<file path="src/rtl/olr_defs.vh">
/*
 * Constants of the overtemperature limit and response block: command
 * codes, field positions, reset values, limit ranges and timing counts.
 * Assumes inclusion by bare name from every rtl file of the block.
 */
// Summary of operation
// (RQ1) Fault when temperature exceeds fault limit
// (RQ2) Fault limit not above warning: flag error
// (RQ3) Store-all saves fault limit to NV
// (RQ4) Fault exponent zero, upper byte read-only
// (RQ5) Fault limit resets 145, accepts 120..165
// (RQ6) Fault sets summary, fault bit, alert
// (RQ7) Fault flag releases 20 degrees below limit
// (RQ8) Select 0: keep running, flag, alert
// (RQ9) Select 1: shut down, then retry setting
// (RQ10) Bandgap faults always shut down, restart cool
// (RQ11) Retry 000: stay off until cleared
// (RQ12) Retry 111: restart endlessly until off
// (RQ13) Retry not 000/111: reject, flag error
// (RQ14) Only bit 5 stored for retry field
// (RQ15) Delay bits mirror bit 5; seven rises
// (RQ16) Warning when temperature exceeds warning limit
// (RQ17) Warning sets summary, warning bit, alert
// (RQ18) Warning flag releases 20 degrees below limit
// (RQ19) Warning not below fault: keep, flag error
// (RQ20) Limit override input skips consistency check
// (RQ21) Default warning is fault minus 25, min 100
// (RQ22) Comparisons re-evaluated on every sample
`ifndef OLR_DEFS_VH
`define OLR_DEFS_VH

// Command codes
`define OLR_CMD_FLIM 8'h4F
`define OLR_CMD_RESP 8'h50
`define OLR_CMD_WLIM 8'h51

// Response register fields
`define OLR_RESP_SEL 7
`define OLR_RESP_ZERO 6
`define OLR_RESP_RS_HI 5
`define OLR_RESP_RS_LO 3
`define OLR_RESP_TD_HI 2
`define OLR_RESP_TD_LO 0

// Reset values
`define OLR_FLIM_RST 8'h91
`define OLR_SEL_RST 1'b0
`define OLR_RS_RST 1'b1
`define OLR_EXP_BYTE 8'h00

// Limit ranges in degrees
`define OLR_FLIM_MIN 8'h78
`define OLR_FLIM_MAX 8'hA5
`define OLR_WLIM_MIN 8'h64
`define OLR_WLIM_MAX 8'h8C

// Warning default derivation
`define OLR_WARN_OFFS 8'h19
`define OLR_WARN_FLOOR 8'h64

// Hysteresis in degrees, at compare width
`define OLR_HYST 13'h0014

// Retry delay in rise times
`define OLR_RETRY_RISES 3'h7

// Status vector positions
`define OLR_ST_CML 0
`define OLR_ST_IVD 1
`define OLR_ST_TEMP 2
`define OLR_ST_OTF 3
`define OLR_ST_OTW 4
`define OLR_ST_W 5

`endif

</file>
<file path="src/rtl/olr_top.v">
/*
 * Overtemperature fault limit, warning limit and fault response
 * commands, with limit checking, status flags, alert and retry control.
 * Assumes a command front end that presents decoded command codes with
 * one-cycle write and read strobes, all synchronous to SYS_CLK.
 */
`include "olr_defs.vh"

module olr_top (
    input wire SYS_CLK,
    input wire RSTN,
    input wire CE,
    input wire CMD_WR,
    input wire CMD_RD,
    input wire [7:0] CMD_CODE,
    input wire [15:0] CMD_WDATA,
    output reg [15:0] CMD_RDATA,
    output reg CMD_RVLD,
    input wire TEMP_VLD,
    input wire [11:0] TEMP_DEG,
    input wire BANDGAP_OT,
    input wire LIMIT_CHECK_OVERRIDE,
    input wire CLEAR_FAULTS,
    input wire [4:0] ALERT_MASK,
    input wire STORE_ALL,
    input wire RESTORE_ALL,
    input wire [7:0] NV_FLIM_IN,
    input wire NV_SEL_IN,
    input wire NV_RS_IN,
    input wire RISE_TICK,
    input wire OP_OFF,
    output reg NV_WR,
    output reg [7:0] NV_FLIM,
    output reg NV_SEL,
    output reg NV_RS,
    output reg [4:0] STATUS,
    output reg SMBALERT_N,
    output reg FAULT_FLAG,
    output reg WARN_FLAG,
    output wire OUT_SHUTDOWN,
    output wire RESTART_REQ
);
    // Default warning limit from a fault limit
    function [7:0] warn_dflt;
        input [7:0] flim;
        begin
            if (flim < (`OLR_WARN_FLOOR + `OLR_WARN_OFFS)) begin
                warn_dflt = `OLR_WARN_FLOOR;
            end else begin
                warn_dflt = flim - `OLR_WARN_OFFS;
            end
        end
    endfunction

    // Retry field valid only when all bits match
    function rs_legal;
        input [2:0] rs;
        begin
            rs_legal = (rs == 3'h0) || (rs == 3'h7);
        end
    endfunction

    reg [7:0] flim_q;
    reg [7:0] wlim_q;
    reg shutdown_select_q;
    reg retry_setting_q;
    reg bg_q;

    wire [7:0] wr_mant;
    wire [2:0] wr_rs;
    wire wr_flim;
    wire wr_wlim;
    wire wr_resp;
    wire flim_range_ok;
    wire wlim_range_ok;
    wire flim_order_ok;
    wire wlim_order_ok;
    wire flim_ok;
    wire wlim_ok;
    wire resp_ok;
    wire bad_wr;
    wire bg_rise;
    wire [15:0] lims;
    wire [1:0] flags;
    wire [1:0] sets;
    wire retry_trig;
    wire retry_cool;
    wire [7:0] resp_byte;
    reg [4:0] stat_set;
    reg [4:0] stat_d;
    reg [15:0] rdata_d;

    // Write decode; upper byte of limit words is ignored
    assign wr_mant = CMD_WDATA[7:0]; // see (RQ4)
    assign wr_rs = CMD_WDATA[`OLR_RESP_RS_HI:`OLR_RESP_RS_LO];
    assign wr_flim = CMD_WR && (CMD_CODE == `OLR_CMD_FLIM);
    assign wr_wlim = CMD_WR && (CMD_CODE == `OLR_CMD_WLIM);
    assign wr_resp = CMD_WR && (CMD_CODE == `OLR_CMD_RESP);

    // Range checks on limit mantissas
    assign flim_range_ok = (wr_mant >= `OLR_FLIM_MIN) &&
                           (wr_mant <= `OLR_FLIM_MAX); // see (RQ5)
    assign wlim_range_ok = (wr_mant >= `OLR_WLIM_MIN) &&
                           (wr_mant <= `OLR_WLIM_MAX);

    // Fault above warning, unless override is set
    assign flim_order_ok = LIMIT_CHECK_OVERRIDE ||
                           (wr_mant > wlim_q); // see (RQ2) see (RQ20)
    assign wlim_order_ok = LIMIT_CHECK_OVERRIDE ||
                           (wr_mant < flim_q); // see (RQ19) see (RQ20)

    // Acceptance of each command write
    assign flim_ok = flim_range_ok && flim_order_ok;
    assign wlim_ok = wlim_range_ok && wlim_order_ok;
    assign resp_ok = rs_legal(wr_rs); // see (RQ13)
    assign bad_wr = (wr_flim && !flim_ok) || (wr_wlim && !wlim_ok) ||
                    (wr_resp && !resp_ok);

    // Limit registers and response settings
    always @(posedge SYS_CLK) begin
        if (!RSTN) begin
            flim_q <= `OLR_FLIM_RST; // see (RQ5)
            wlim_q <= warn_dflt(`OLR_FLIM_RST); // see (RQ21)
            shutdown_select_q <= `OLR_SEL_RST; // see (RQ8)
            retry_setting_q <= `OLR_RS_RST;
        end else if (CE) begin
            if (RESTORE_ALL) begin
                flim_q <= NV_FLIM_IN;
                wlim_q <= warn_dflt(NV_FLIM_IN); // see (RQ21)
                shutdown_select_q <= NV_SEL_IN;
                retry_setting_q <= NV_RS_IN; // see (RQ14)
            end else begin
                if (wr_flim && flim_ok) begin
                    flim_q <= wr_mant;
                end
                if (wr_wlim && wlim_ok) begin
                    wlim_q <= wr_mant; // see (RQ19)
                end
                if (wr_resp && resp_ok) begin // see (RQ13)
                    shutdown_select_q <= CMD_WDATA[`OLR_RESP_SEL];
                    retry_setting_q <= CMD_WDATA[`OLR_RESP_RS_HI];
                end
            end
        end
    end

    // Nonvolatile image, captured on store-all
    always @(posedge SYS_CLK) begin
        if (!RSTN) begin
            NV_WR <= 1'b0;
            NV_FLIM <= `OLR_FLIM_RST;
            NV_SEL <= `OLR_SEL_RST;
            NV_RS <= `OLR_RS_RST;
        end else if (CE) begin
            NV_WR <= STORE_ALL;
            if (STORE_ALL) begin
                NV_FLIM <= flim_q; // see (RQ3)
                NV_SEL <= shutdown_select_q;
                NV_RS <= retry_setting_q; // see (RQ14)
            end
        end
    end

    // Fault and warning comparators, fault in lane 0
    assign lims = {wlim_q, flim_q};
    genvar i;
    generate
        for (i = 0; i < 2; i = i + 1) begin : g_cmp
            olr_hyst_cmp u_cmp (
                .clk(SYS_CLK),
                .rst_n(RSTN),
                .ce(CE),
                .smp_vld(TEMP_VLD),
                .temp(TEMP_DEG),
                .limit(lims[8*i+7:8*i]),
                .flag_q(flags[i]),
                .set_q(sets[i])
            );
        end
    endgenerate

    // Bandgap detector edge
    always @(posedge SYS_CLK) begin
        if (!RSTN) begin
            bg_q <= 1'b0;
        end else if (CE) begin
            bg_q <= BANDGAP_OT;
        end
    end
    assign bg_rise = BANDGAP_OT && !bg_q;

    // Status set terms
    always @* begin
        stat_set = 5'h00;
        stat_set[`OLR_ST_CML] = bad_wr; // see (RQ2) see (RQ13) see (RQ19)
        stat_set[`OLR_ST_IVD] = bad_wr;
        stat_set[`OLR_ST_OTF] = sets[0] || bg_rise; // see (RQ6) see (RQ8)
        stat_set[`OLR_ST_OTW] = sets[1]; // see (RQ17)
        stat_set[`OLR_ST_TEMP] = sets[0] || sets[1] || bg_rise;
    end

    // Sticky status, set wins over clear
    always @* begin
        stat_d = (STATUS & {`OLR_ST_W{!CLEAR_FAULTS}}) | stat_set;
    end

    // Status, flags and alert outputs
    always @(posedge SYS_CLK) begin
        if (!RSTN) begin
            STATUS <= 5'h00;
            SMBALERT_N <= 1'b1;
            FAULT_FLAG <= 1'b0;
            WARN_FLAG <= 1'b0;
        end else if (CE) begin
            STATUS <= stat_d;
            SMBALERT_N <= ~|(stat_d & ~ALERT_MASK); // see (RQ6) see (RQ17)
            FAULT_FLAG <= flags[0];
            WARN_FLAG <= flags[1];
        end
    end

    // Shutdown on selected fault or on any bandgap fault
    assign retry_trig = (sets[0] && shutdown_select_q) || bg_rise; // see (RQ9)
    assign retry_cool = !BANDGAP_OT &&
                        (!flags[0] || !shutdown_select_q); // see (RQ10)

    olr_retry_seq u_retry (
        .clk(SYS_CLK),
        .rst_n(RSTN),
        .ce(CE),
        .trig(retry_trig),
        .cool(retry_cool),
        .retry_on(retry_setting_q), // see (RQ11) see (RQ12)
        .rise_tick(RISE_TICK),
        .op_off(OP_OFF),
        .clr(CLEAR_FAULTS),
        .shutdown_q(OUT_SHUTDOWN),
        .restart_q(RESTART_REQ)
    );

    // Response byte, delay bits mirror bit 5
    assign resp_byte = {shutdown_select_q, 1'b0, {3{retry_setting_q}},
                        {3{retry_setting_q}}}; // see (RQ15)

    // Read data select
    always @* begin
        case (CMD_CODE)
            `OLR_CMD_FLIM: rdata_d = {`OLR_EXP_BYTE, flim_q}; // see (RQ4)
            `OLR_CMD_RESP: rdata_d = {8'h00, resp_byte};
            `OLR_CMD_WLIM: rdata_d = {`OLR_EXP_BYTE, wlim_q};
            default: rdata_d = 16'h0000;
        endcase
    end

    // Read answer one cycle after the strobe
    always @(posedge SYS_CLK) begin
        if (!RSTN) begin
            CMD_RDATA <= 16'h0000;
            CMD_RVLD <= 1'b0;
        end else if (CE) begin
            CMD_RVLD <= CMD_RD;
            if (CMD_RD) begin
                CMD_RDATA <= rdata_d;
            end
        end
    end
endmodule // olr_top

</file>
<file path="src/rtl/olr_hyst_cmp.v">
/*
 * Limit comparator with latched flag and release hysteresis.
 * Assumes temperature samples arrive with a one-cycle valid strobe.
 */
`include "olr_defs.vh"

module olr_hyst_cmp (
    input wire clk,
    input wire rst_n,
    input wire ce,
    input wire smp_vld,
    input wire [11:0] temp,
    input wire [7:0] limit,
    output reg flag_q,
    output reg set_q
);
    wire above;
    wire released;

    // Trip above limit, release at limit minus hysteresis
    assign above = {1'b0, temp} > {5'h00, limit};
    assign released = ({1'b0, temp} + `OLR_HYST) <= {5'h00, limit};

    // Flag latch, evaluated per sample
    always @(posedge clk) begin
        if (!rst_n) begin
            flag_q <= 1'b0;
            set_q <= 1'b0;
        end else if (ce) begin
            set_q <= 1'b0;
            if (smp_vld) begin // see (RQ22)
                if (!flag_q && above) begin // see (RQ1) see (RQ16)
                    flag_q <= 1'b1;
                    set_q <= 1'b1;
                end else if (flag_q && released) begin // see (RQ7)
                    flag_q <= 1'b0; // see (RQ18)
                end
            end
        end
    end
endmodule // olr_hyst_cmp

</file>
<file path="src/rtl/olr_retry_seq.v">
/*
 * Shutdown and restart sequencer for overtemperature faults.
 * Assumes one rise_tick pulse per elapsed soft-start rise time.
 */
`include "olr_defs.vh"

module olr_retry_seq (
    input wire clk,
    input wire rst_n,
    input wire ce,
    input wire trig,
    input wire cool,
    input wire retry_on,
    input wire rise_tick,
    input wire op_off,
    input wire clr,
    output reg shutdown_q,
    output reg restart_q
);
    localparam ST_IDLE = 2'b00;
    localparam ST_COOL = 2'b01;
    localparam ST_DELAY = 2'b10;
    localparam ST_HOLD = 2'b11;

    reg [1:0] st_q;
    reg [2:0] cnt_q;

    // Sequencer state machine
    always @(posedge clk) begin
        if (!rst_n) begin
            st_q <= ST_IDLE;
            cnt_q <= 3'h0;
            shutdown_q <= 1'b0;
            restart_q <= 1'b0;
        end else if (ce) begin
            restart_q <= 1'b0;
            case (st_q)
                ST_IDLE: begin
                    if (trig) begin // see (RQ9)
                        st_q <= ST_COOL;
                        shutdown_q <= 1'b1;
                    end
                end
                ST_COOL: begin
                    cnt_q <= 3'h0;
                    if (op_off) begin
                        st_q <= ST_IDLE;
                        shutdown_q <= 1'b0;
                    end else if (cool) begin // see (RQ10)
                        st_q <= retry_on ? ST_DELAY : ST_HOLD; // see (RQ11)
                    end
                end
                ST_DELAY: begin
                    if (op_off) begin // see (RQ12)
                        st_q <= ST_IDLE;
                        shutdown_q <= 1'b0;
                    end else if (trig) begin
                        st_q <= ST_COOL;
                    end else if (rise_tick) begin
                        if (cnt_q == `OLR_RETRY_RISES - 3'h1) begin // see (RQ15)
                            st_q <= ST_IDLE;
                            shutdown_q <= 1'b0;
                            restart_q <= 1'b1; // see (RQ12)
                        end else begin
                            cnt_q <= cnt_q + 3'h1;
                        end
                    end
                end
                ST_HOLD: begin
                    if (clr) begin // see (RQ11)
                        st_q <= ST_IDLE;
                        shutdown_q <= 1'b0;
                    end
                end
                default: begin
                    st_q <= ST_IDLE;
                    shutdown_q <= 1'b0;
                end
            endcase
        end
    end
endmodule // olr_retry_seq

</file>
<file path="config.mk">
export PLATFORM = sky130hd
export DESIGN_NAME = olr_top
export DESIGN_NICKNAME = d
export VERILOG_FILES = /design/src/rtl/olr_top.v /design/src/rtl/olr_hyst_cmp.v /design/src/rtl/olr_retry_seq.v
export VERILOG_INCLUDE_DIRS = /design/src /design/src/rtl
export SDC_FILE = /design/constraint.sdc
export NUM_CORES = 1
export LEC_CHECK = 0
export ABC_AREA = 1
export BUFFER_PORTS_ARGS = -buffer_cell sky130_fd_sc_hd__buf_4
export CORE_ASPECT_RATIO = 0.7
export CORE_MARGIN = 3
export CORE_UTILIZATION = 54
export CTS_CLUSTER_SIZE = 8
export DETAILED_ROUTE_END_ITERATION = 6
export PLACE_DENSITY = 0.81
export SETUP_SLACK_MARGIN = 0.02
export SYNTH_ARGS = -nofsm -noshare
export SYNTH_HDL_FRONTEND = slang
export SYNTH_SLANG_ARGS = --single-unit
</file>
<file path="constraint.sdc">
create_clock -name SYS_CLK -period 2.9 [get_ports SYS_CLK]
set_input_delay 0.87 -clock SYS_CLK [delete_from_list [all_inputs] [get_ports SYS_CLK]]
set_output_delay 0.87 -clock SYS_CLK [all_outputs]
set_load 0.02 [all_outputs]
</file>
* Word-level counts from Yosys, hierarchy flattened *
Index checks and enable logic that the tools add are counted.

word-level totals
  output and inout bits = 38
  input bits = 64
  ROM bits = 0
  bits in latches = 0
  memories = 0
  RAM bits = 0
  flip-flop bits (word level) = 66

cells by class
  bitwise logic cells = 4
  mux-type cells = 46
  equality and inequality tests = 21
  div/mod/pow operators = 0
  shift-type cells = 0
  multiply operators = 0
  order comparisons = 11
  reduce and logical (&&, ||, !) cells = 59
  add/subtract/negate cells = 3

operator list
  kind                                                 number
  2-to-1 mux 8 bit                                     5
  <= comparator 13 x 8 -> 1 bit                        2
  2-to-1 mux 1 bit                                     25
  == test 8 x 7 -> 1 bit, second input constant        3
  greater-than comparator 12 x 8 -> 1 bit              2
  case mux 8 bit (3 select lines)                      1
  logical AND 1 bit                                    20
  >= comparator 8 x 7 -> 1 bit, second input constant  2
  <= comparator 8 bit, second input constant           2
  2-to-1 mux 2 bit                                     8
  != test 2 bit, second input constant                 7
  adder 12 x 5 -> 13 bit, second input constant        1
  2-to-1 mux 3 bit                                     4
  AND reduction 6 bit                                  2
  nonzero test 2 bit                                   6
  AND 5 bit                                            2
  zero test 1 bit                                      10
  logical OR 1 bit                                     10
  AND reduction 2 bit                                  5
  != test 3 bit, second input constant                 3
  greater-than comparator 8 bit                        1
  < comparator 8 x 7 -> 1 bit, second input constant   1
  < comparator 8 bit                                   1
  case mux 2 bit (4 select lines)                      1
  other kinds (17)                                     20

* Longest topological paths before layout *
Gate-level depths: netlist (run 1).

  depth in word-level cells = 11
  gate-level depth with buffers = 18
  gate-level depth less buffers = 18

* Modules after synthesis *
Synthesis (run 1) repeated with hierarchy kept, for this count alone.

unflattened totals
  cell total of the unflattened synthesis = 705
  area, all modules = 4,505.6 µm²

modules (own cells, without submodules)
  module         area each (µm²)  seq. area each (µm²)  times used  cells an instance
  olr_top        2,832.7          940.9                 1           430
  olr_hyst_cmp   589.3            40.0                  2           96
  olr_retry_seq  494.2            140.1                 1           83

* Worst setup path after synthesis (run 1) *
OpenSTA, ideal clock, no wires.

  kind = input to register
  start = input port TEMP_DEG[2]
  end = register g_cmp[1].u_cmp.flag_q
  required time = 2,768 ps
  arrival time = 2,347 ps
  library setup time = 132 ps
  buffers on the path = 0
  stages = 13
  slack = 421 ps
  cell sequence = ha_1 nor2_1 nor2_1 nand2_1 inv_1 nor2_1 ha_1 nand2_1 or4_1 nand2_1 nand2_1 nand2_1 a21oi_1

on the way
  longest elaborated chain between the ends = 5
  elaborated cells on any way between the ends = 8

RTL lines
  item                              RTL line           source
  from (decl)                       olr_top.v:20       input wire [11:0] TEMP_DEG,
  adder 12 x 5 -> 13 bit (no line)  n/a
  <= comparator 13 x 8 -> 1 bit     olr_hyst_cmp.v:22  assign released = ({1'b0, temp} + `OLR_HYST) <= {5'h00, limit};
  logical AND 1 bit                 olr_hyst_cmp.v:35  end else if (flag_q && released) begin
  nonzero test 2 bit (no line)      n/a
  AND reduction 3 bit (no line)     n/a
  to (signal assigned)              olr_hyst_cmp.v:27  flag_q <= 1'b0;
  to (signal assigned)              olr_hyst_cmp.v:33  flag_q <= 1'b1;
  to (signal assigned)              olr_hyst_cmp.v:36  flag_q <= 1'b0;
  to (decl)                         olr_hyst_cmp.v:14  output reg flag_q,

Several ways; a longest one is shown, not always the timed one.
A chain may end at the register's enable or synchronous reset.

* Worst setup path after layout (run 1) *
  start = input port TEMP_DEG[2]
  end = register g_cmp[0].u_cmp.flag_q

on the way
  longest elaborated chain between the ends = 5
  elaborated cells on any way between the ends = 8

RTL lines
  item                              RTL line
  adder 12 x 5 -> 13 bit (no line)  n/a
  <= comparator 13 x 8 -> 1 bit     olr_hyst_cmp.v:22
  logical AND 1 bit                 olr_hyst_cmp.v:35
  nonzero test 2 bit (no line)      n/a
  AND reduction 3 bit (no line)     n/a
  to (signal assigned)              olr_hyst_cmp.v:27
  to (signal assigned)              olr_hyst_cmp.v:33
  to (signal assigned)              olr_hyst_cmp.v:36
  to (decl)                         olr_hyst_cmp.v:14

Several ways; a longest one is shown, not always the timed one.

==> results of run 1 <==
## worst max-delay path, delay by kind of cell
kind	cells	cell delay, ps
compound gates	4	460
fa+ha+maj	2	490
buf+inv	3	220
simple gates	7	690
## kinds of logic (layout without fill, tap and decap cells)
| logic type | Yosys count | in the layout | synth area share (%) |
|---|---|---|---|
| and+or+nand+nor | 246 | 246 | 24.9 |
| AOI/OAI and AO/OA | 154 | 154 | 21.2 |
| buffers and inverters | 102 | 187 | 10.3 |
| DFF | 58 | 58 | 28.2 |
| adders and majority gates | 47 | 47 | 14.3 |
| xor gates and xnor gates | 5 | 5 | 1.06 |
| other | 1 | 8 | 0.0909 |
## metrics by stage
stage / util (%) / cells / hold slack, ps / worst slack (ps)
after global placement: 68.2 / 783 / 444 / 166
after detailed placement: 68.2 / 783 / 454 / 112
after CTS: 71.5 / 799 / 468 / 443
final: 71.5 / 799 / 467 / 363
after global routing: 71.5 / 799 / 487 / 230
after floorplan: - / 620 / 433 / 421
## cell type report
cell class	instances	area share [%]
clock buffers	10	2.72
clock inverters	6	1.78
inverters	83	6.36
multi-input cells	460	50.7
flip-flops and latches	58	23.0
well taps	94	2.33
repair buffers	88	13.1
## flip-flops by register name (all words and copies together), names as in the netlist
signal              flops
STATUS                  5
retry_setting_q         1
CMD_RDATA               8
flim_q                  8
u_retry.st_q            2
wlim_q                  8
FAULT_FLAG              1
u_retry.restart_q       1
u_retry.cnt_q           3
bg_q                    1
shutdown_select_q       1
NV_WR                   1
u_retry.shutdown_q      1
g_cmp.u_cmp.set_q       2
SMBALERT_N              1
NV_RS                   1
CMD_RVLD                1
NV_FLIM                 8
WARN_FLAG               1
NV_SEL                  1
g_cmp.u_cmp.flag_q      2
## worst paths after layout
path | slack [ps] | to | cells past startpoint
worst max register to register | 820 | wlim_q[1] | 12
worst min-delay path | 470 | CMD_RDATA[3] | 2
worst min register to register | 470 | CMD_RDATA[3] | 2
worst max-delay path | 360 | g_cmp[0].u_cmp.flag_q | 16
## routing by layer
| layer | vias up | share of wire (%) | global-route usage, % |
|---|---|---|---|
| li1 | 2226 | - | - |
| met1 | 2031 | 44 | 36.0 |
| met2 | 207 | 45 | 44.6 |
| met3 | 22 | 9.3 | 7.92 |
| met4 | 0 | 1.5 | 8.36 |
| met5 | - | 0 | 0 |
## report_power, final
group / switching [mW] / total, mW / internal [mW] / leakage, nW
Clock: 0.340 / 0.846 / 0.506 / 0.101
Sequential: 0.0350 / 0.883 / 0.848 / 0.477
Combinational: 0.385 / 0.621 / 0.236 / 1.98
Total: 0.760 / 2.35 / 1.59 / 2.56
## synthesized netlist by cell type, types with 3 or more instances
library cell,number
sky130_fd_sc_hd__a31oi_1,4
sky130_fd_sc_hd__o21ai_2,3
sky130_fd_sc_hd__dfxtp_1,58
sky130_fd_sc_hd__nor3_1,10
sky130_fd_sc_hd__ha_1,47
sky130_fd_sc_hd__xor2_1,3
sky130_fd_sc_hd__o22ai_1,6
sky130_fd_sc_hd__o221ai_1,6
sky130_fd_sc_hd__a21oi_1,71
sky130_fd_sc_hd__nand2_1,136
sky130_fd_sc_hd__nand3_1,22
sky130_fd_sc_hd__nor2_1,58
sky130_fd_sc_hd__clkbuf_1,9
sky130_fd_sc_hd__o21bai_1,3
sky130_fd_sc_hd__nand4_1,7
sky130_fd_sc_hd__o21ai_0,42
sky130_fd_sc_hd__o211ai_1,10
sky130_fd_sc_hd__inv_1,78
sky130_fd_sc_hd__buf_4,8
==> results list, run 1 <==
* Max-slew violation count: 0
* All-layer global routing usage: roughly 28%
- Register Area: 0.00116 mm2
- # port buffers: 85
* Slowest cell on the critical path: sky130_fd_sc_hd__ha_1
- Synthesis instantiated 40 different standard cells from the library.
* Antenna violations before repair: 0
* Overall die height: 79.1 um
* Crit path required time: 3110 ps
* Static leakage: 2.56 nW
- Drt first pass iters: 7
- Setup-failing EPs final: 0
- Counting stages on the worst path, the most repeated cell is sky130_fd_sc_hd__nand2_1.
- Crit path largest cell delay: 280 ps
* Sum Neg Setup Slack: 0 ps
* CTS Hold Buffers Added: 0
* Boundary Pins: 102
- Area of all placed cells without fillers: around 0.0051 mm2
* Placer Congestion: 0.908
- Aggregate global routing overflow: 0
- Number of maximum-capacitance violations: 0
- Dominant cells by area after synthesis: sky130_fd_sc_hd__dfxtp_1 (28%), sky130_fd_sc_hd__ha_1 (14%), sky130_fd_sc_hd__nand2_1 (12%)
* Number of standard cells after synthesis: around 600
- Yosys printed 0 warnings.
- Post-synthesis async set-or-reset flop share: 0%
- Post-synthesis to final-layout area growth: 22.5%
* Cell area after placement: 0.00482 mm2
* Starting utilization of the core area: 58.3%
- The floorplan has 25 rows.
* Proportion of layout cells with a drive suffix above 1: 17.0%
* Clock slew at the register clock pins of the worst setup and hold paths: 70 ps
- In this run the number of H-tree levels came out at 3.
- Worst setup skew after layout: 5.80 ps
- Along the worst path, the maximum fanout reaches 5.
* Critical setup path kind: input pin to flop
- Clock insertion delay at the later pin of the skew report: 340 ps
- The run finished with clean final reports.
* Maximum number of pins on one net before global-route repair: 40
* P per Cell Area: 465 mW/mm2
- Library cell with the largest summed area after synthesis: sky130_fd_sc_hd__dfxtp_1
* Worst reg2reg path startpoint: flim_q[6]
* Setup crit end kind: flop
- IR analysis of the VDD net gives a maximum drop of around 0.25 mV.
- After detailed routing, the number of vias per cell comes to 5.61.
- Origin of the worst min-delay path: CMD_RDATA[3]
* Cell breakdown of the critical path: buf_4 -> ha_1 -> nor2_1 -> nor2_1 -> nand2_1 -> inv_1 -> nor2_1 -> ha_1 -> nand2_1 -> inv_1 -> o21ai_0 -> nand2_1 -> a21oi_1 -> o21ai_0 -> nand2_1 -> a21oi_1
- Via count of the routed design: 4486
- Final nets: 811
- The first global-routing pass estimated about 19 mm of wire.
- Critical Path Source Type: input pin
* # fillers: 620
* CTS Root Cell: sky130_fd_sc_hd__clkbuf_8
- Ant diodes: 0
- Initial DRC Count: 339
- Derived from the worst setup path, the maximum achievable clock frequency is 0.394 GHz.
- In the finished design, the share of the clock period the worst path needs comes to roughly 90%.
- Most common cell after layout, fill and taps aside: sky130_fd_sc_hd__nand2_1
- Setup repair after global routing left no endpoint under its margin.
- Number of sinks handled by clock tree synthesis: 58
- Die Outline Area: 0.00874 mm2
- Total standard cell area after synthesis: 0.00412 mm2
- The hold violation total from the final report was 0.
* DRC violation count after routing: 0
* Chip width: 110 um
- Remaining number of nets flagged by the antenna check after routing: 0
* Wire length per cell after detailed routing: around 15 um
* FF+latch count, synth: 58
- A synthesized cell averages 6.73 um2.
* Number of clock buffers inserted by TritonCTS: 9
- Number of buffers between clock root and the deepest sink: 2
* Placeable Area: 0.00707 mm2
- After layout, the design draws a total of 2.35 mW.
- Half-perimeter wire length after detailed placement: 9.51 mm
- Slew headroom: a little over three fifths
- Among all flip-flop cells after synthesis, the most frequent one is sky130_fd_sc_hd__dfxtp_1.
- Arrival time of the worst setup path: 2750 ps
* Transition time at the pin with the least slew margin: between 500 and 600 ps
* Fraction of synthesized cell area taken by the top area cell type: 28.2%
* Min cycle time layout: 2540 ps
* Hold WC Path Type: flop to flop
* Number of flops mapped to enable cells by yosys: 0
- In the final layout, the multi-input gates occupy 0.00256 mm2.
* Share of synthesized area occupied by flip-flops and latches: between 20% and 30%
* Resize count post-CTS: 0
- Leaving out fill and tap cells, the most frequent cells in the layout are sky130_fd_sc_hd__nand2_1 (136), sky130_fd_sc_hd__buf_4 (88), sky130_fd_sc_hd__inv_1 (78).
* Number of global-route vias before repair: 4084
- Startpoint of the most critical setup path: TEMP_DEG[2]
* TritonCTS clock tree: built
- The number of setup buffers added after CTS is 0.
- Summed over all layers, the routed wires come to 12.3 mm.
Note: power is estimated with default switching activity, not from simulation.
==> run 2: changes to the inputs <==
--- a/config.mk
+++ b/config.mk
@@ -9,7 +9,6 @@
 export ABC_AREA = 1
 export BUFFER_PORTS_ARGS = -buffer_cell sky130_fd_sc_hd__buf_4
 export CORE_ASPECT_RATIO = 0.7
-export CORE_MARGIN = 3
 export CORE_UTILIZATION = 54
 export CTS_CLUSTER_SIZE = 8
 export DETAILED_ROUTE_END_ITERATION = 6
==> run 2 against run 1 <==
Against the previous run:
- first-iteration DRC count fell by 22%
- register-to-register slack better by 20 ps
- largest power group unchanged
- largest cell class unchanged
- core utilization fell by 2.8 points
- cell count is 0.50% higher
- total power decreased by 1.3%
- highest routed layer unchanged
- count of clock-buffer cells in the layout did not move
- non-clock buffer count unchanged
- clock power fell by 2.5%
- setup slack gained 110 ps
- clock skew grew 4.9 ps
==> results list, run 2 (synthesis gave the netlist of run 1 again) <==
- P per Cell Area: 459 mW/mm2
- Number of failing hold endpoints at the final stage: 0
- Number of clock buffers inserted by TritonCTS: 9
- Measured along the x axis, the die boundary spans approximately 110 um.
- Cells with a size suffix above 1 make up 16.9% of the layout.
* Post-synthesis to final-layout area growth: 22.4%
- In this run the worst path has a maximum fanout of 5.
- Via density: between 5 and 6
- CTS HTree Levels: 3
- Clock insertion delay at the later pin of the skew report: 350 ps
* Number of maximum-capacitance violations: 0
- Wire length per cell after detailed routing: 14.7 um
- The run finished with clean final reports.
* Via count of the routed design: 4480
- Arrival time of the worst setup path: 2650 ps
- Worst reg2reg setup slack: 840 ps
- At the end of routability-driven placement, the weighted congestion stood at 0.953.
* Placeable Area: 0.00735 mm2
- Ant diodes: 0
- Sum Neg Setup Slack: 0 ps
- Top achievable clock speed: just over 0.4 GHz
- The final layout contains routed wiring with a total length of 11.8 mm.
* DP Worst Slack: 144 ps
- The die is ~75 um tall.
- Setup repair after global routing left no endpoint under its margin.
* Remaining number of nets flagged by the antenna check after routing: 0
- Number of global-route vias before repair: 3801
- In this run the count of I/O pins placed on the die edge is 102.
- After clock tree synthesis, the flow added hold-fix buffers numbering 0.
- The critical path is of the input pin to flop type.
- Clock skew on the completed layout was measured at approximately 11 ps.
* Setup crit end kind: flop
- In the routed design, unresolved DRC markers number 0.
- The multi-input combinational cells in the finished layout cover a total of 0.00256 mm2.
- Across the whole layout, storage elements account for 0.00116 mm2.
* Global-route wire length before repair: 18.0 mm
* CTS Root Cell: sky130_fd_sc_hd__clkbuf_8
- The final number of max-transition violations is 0.
* Setup bufs post-CTS: 0
- STA classifies the critical path startpoint as an input pin.
- Port buffering added 85 buffers.
- The initial antenna violation count came to 0.
- # fillers: ~630
- For this configuration, the core starts out at a cell density of 56.1%.
* Half-perimeter wire length after detailed placement: a little over 9 mm
- Aggregate global routing overflow: 0
* Initial DRC Count: 264
- Static leakage: 2.56 nW
- Min cycle time layout: 2430 ps
* Worst-case setup margin in the final layout: 468 ps
- No sink is reached through more buffers than the 2 on the longest clock path.
* Final critical-path share of the clock period: 83.9%
- IR analysis of the VDD net gives a maximum drop of 0.269 mV.
* Number of sinks handled by clock tree synthesis: 58
- All-layer global routing usage: 29.4%
- Slew headroom: 62.8%
* Hold WC Path Type: flop to flop
- At the end of the flow, the number of nets in the layout was 811.
* Worst hold path depth: 2
* Standard-cell rows: 26
- Crit path required time: 3120 ps
- Drt first pass iters: 5
* TritonCTS clock tree: built
- Clock slew at the register clock pins of the worst setup and hold paths: 70 ps
- Commonest cells after routing, fill and taps aside: sky130_fd_sc_hd__nand2_1 (136), sky130_fd_sc_hd__buf_4 (88), sky130_fd_sc_hd__inv_1 (78)
* Resize count post-CTS: 0
* Setup-failing EPs final: 0
* Die Outline Area: 0.00800 mm2
* Most common cell after layout, fill and taps aside: sky130_fd_sc_hd__nand2_1
* Maximum number of pins on one net before global-route repair: 40
- For the pin with the worst max-slew slack, the measured transition is 555 ps.
* Reg2Reg Depth: 12
-- run 2: critical path: stages --
cell and delay (ps):
sky130_fd_sc_hd__buf_4 110, sky130_fd_sc_hd__ha_1 190, sky130_fd_sc_hd__nor2_1 50, sky130_fd_sc_hd__nor2_1 120, sky130_fd_sc_hd__nand2_1 90, sky130_fd_sc_hd__inv_1 80
sky130_fd_sc_hd__nor2_1 60, sky130_fd_sc_hd__ha_1 290, sky130_fd_sc_hd__nand2_1 70, sky130_fd_sc_hd__or4_1 470, sky130_fd_sc_hd__nand2_1 80, sky130_fd_sc_hd__nand2_1 50
sky130_fd_sc_hd__nand2_1 60, sky130_fd_sc_hd__a21oi_1 50
-- run 2: routing by layer --
metal	global-route usage (%)	vias up	routed length, um
li1	-	2219	-
met1	40.0	2032	5350
met2	47.8	215	5190
met3	6.93	14	1080
met4	7.31	0	150
met5	0	-	0
-- run 2: area by class of cell --
class | count | area share (%)
clock buffers | 10 | 2.53
clock inverters | 6 | 1.81
inverters | 83 | 6.37
multi-input cells | 460 | 50.8
flip-flops and latches | 58 | 23.0
well taps | 98 | 2.43
repair buffers | 88 | 13.1
-- run 2: stage by stage --
step / util, % / hold WS, ps / area, um2 / power [mW] / cells
after detailed placement: 65.7 / 455 / 4830 / 1.50 / 787
after global routing: 68.7 / 483 / 5050 / 2.45 / 803
after CTS: 68.7 / 466 / 5050 / 2.32 / 803
final: 68.7 / 465 / 5050 / 2.32 / 803
after floorplan: - / 433 / 4150 / 1.28 / 620
after global placement: 65.7 / 444 / 4830 / 1.48 / 787
-- run 2: worst paths after layout --
| path | from | to |
|---|---|---|
| worst max-delay path | TEMP_DEG[2] | g_cmp[1].u_cmp.flag_q |
| worst min-delay path | g_cmp[1].u_cmp.flag_q | g_cmp[1].u_cmp.flag_q |
| worst max register to register | flim_q[6] | wlim_q[1] |
| worst min register to register | g_cmp[1].u_cmp.flag_q | g_cmp[1].u_cmp.flag_q |
-- run 2: where the power goes --
part	switching, mW	internal [mW]
combinational	0.379	0.235
clock	0.340	0.485
sequential	0.0327	0.848
total	0.752	1.57
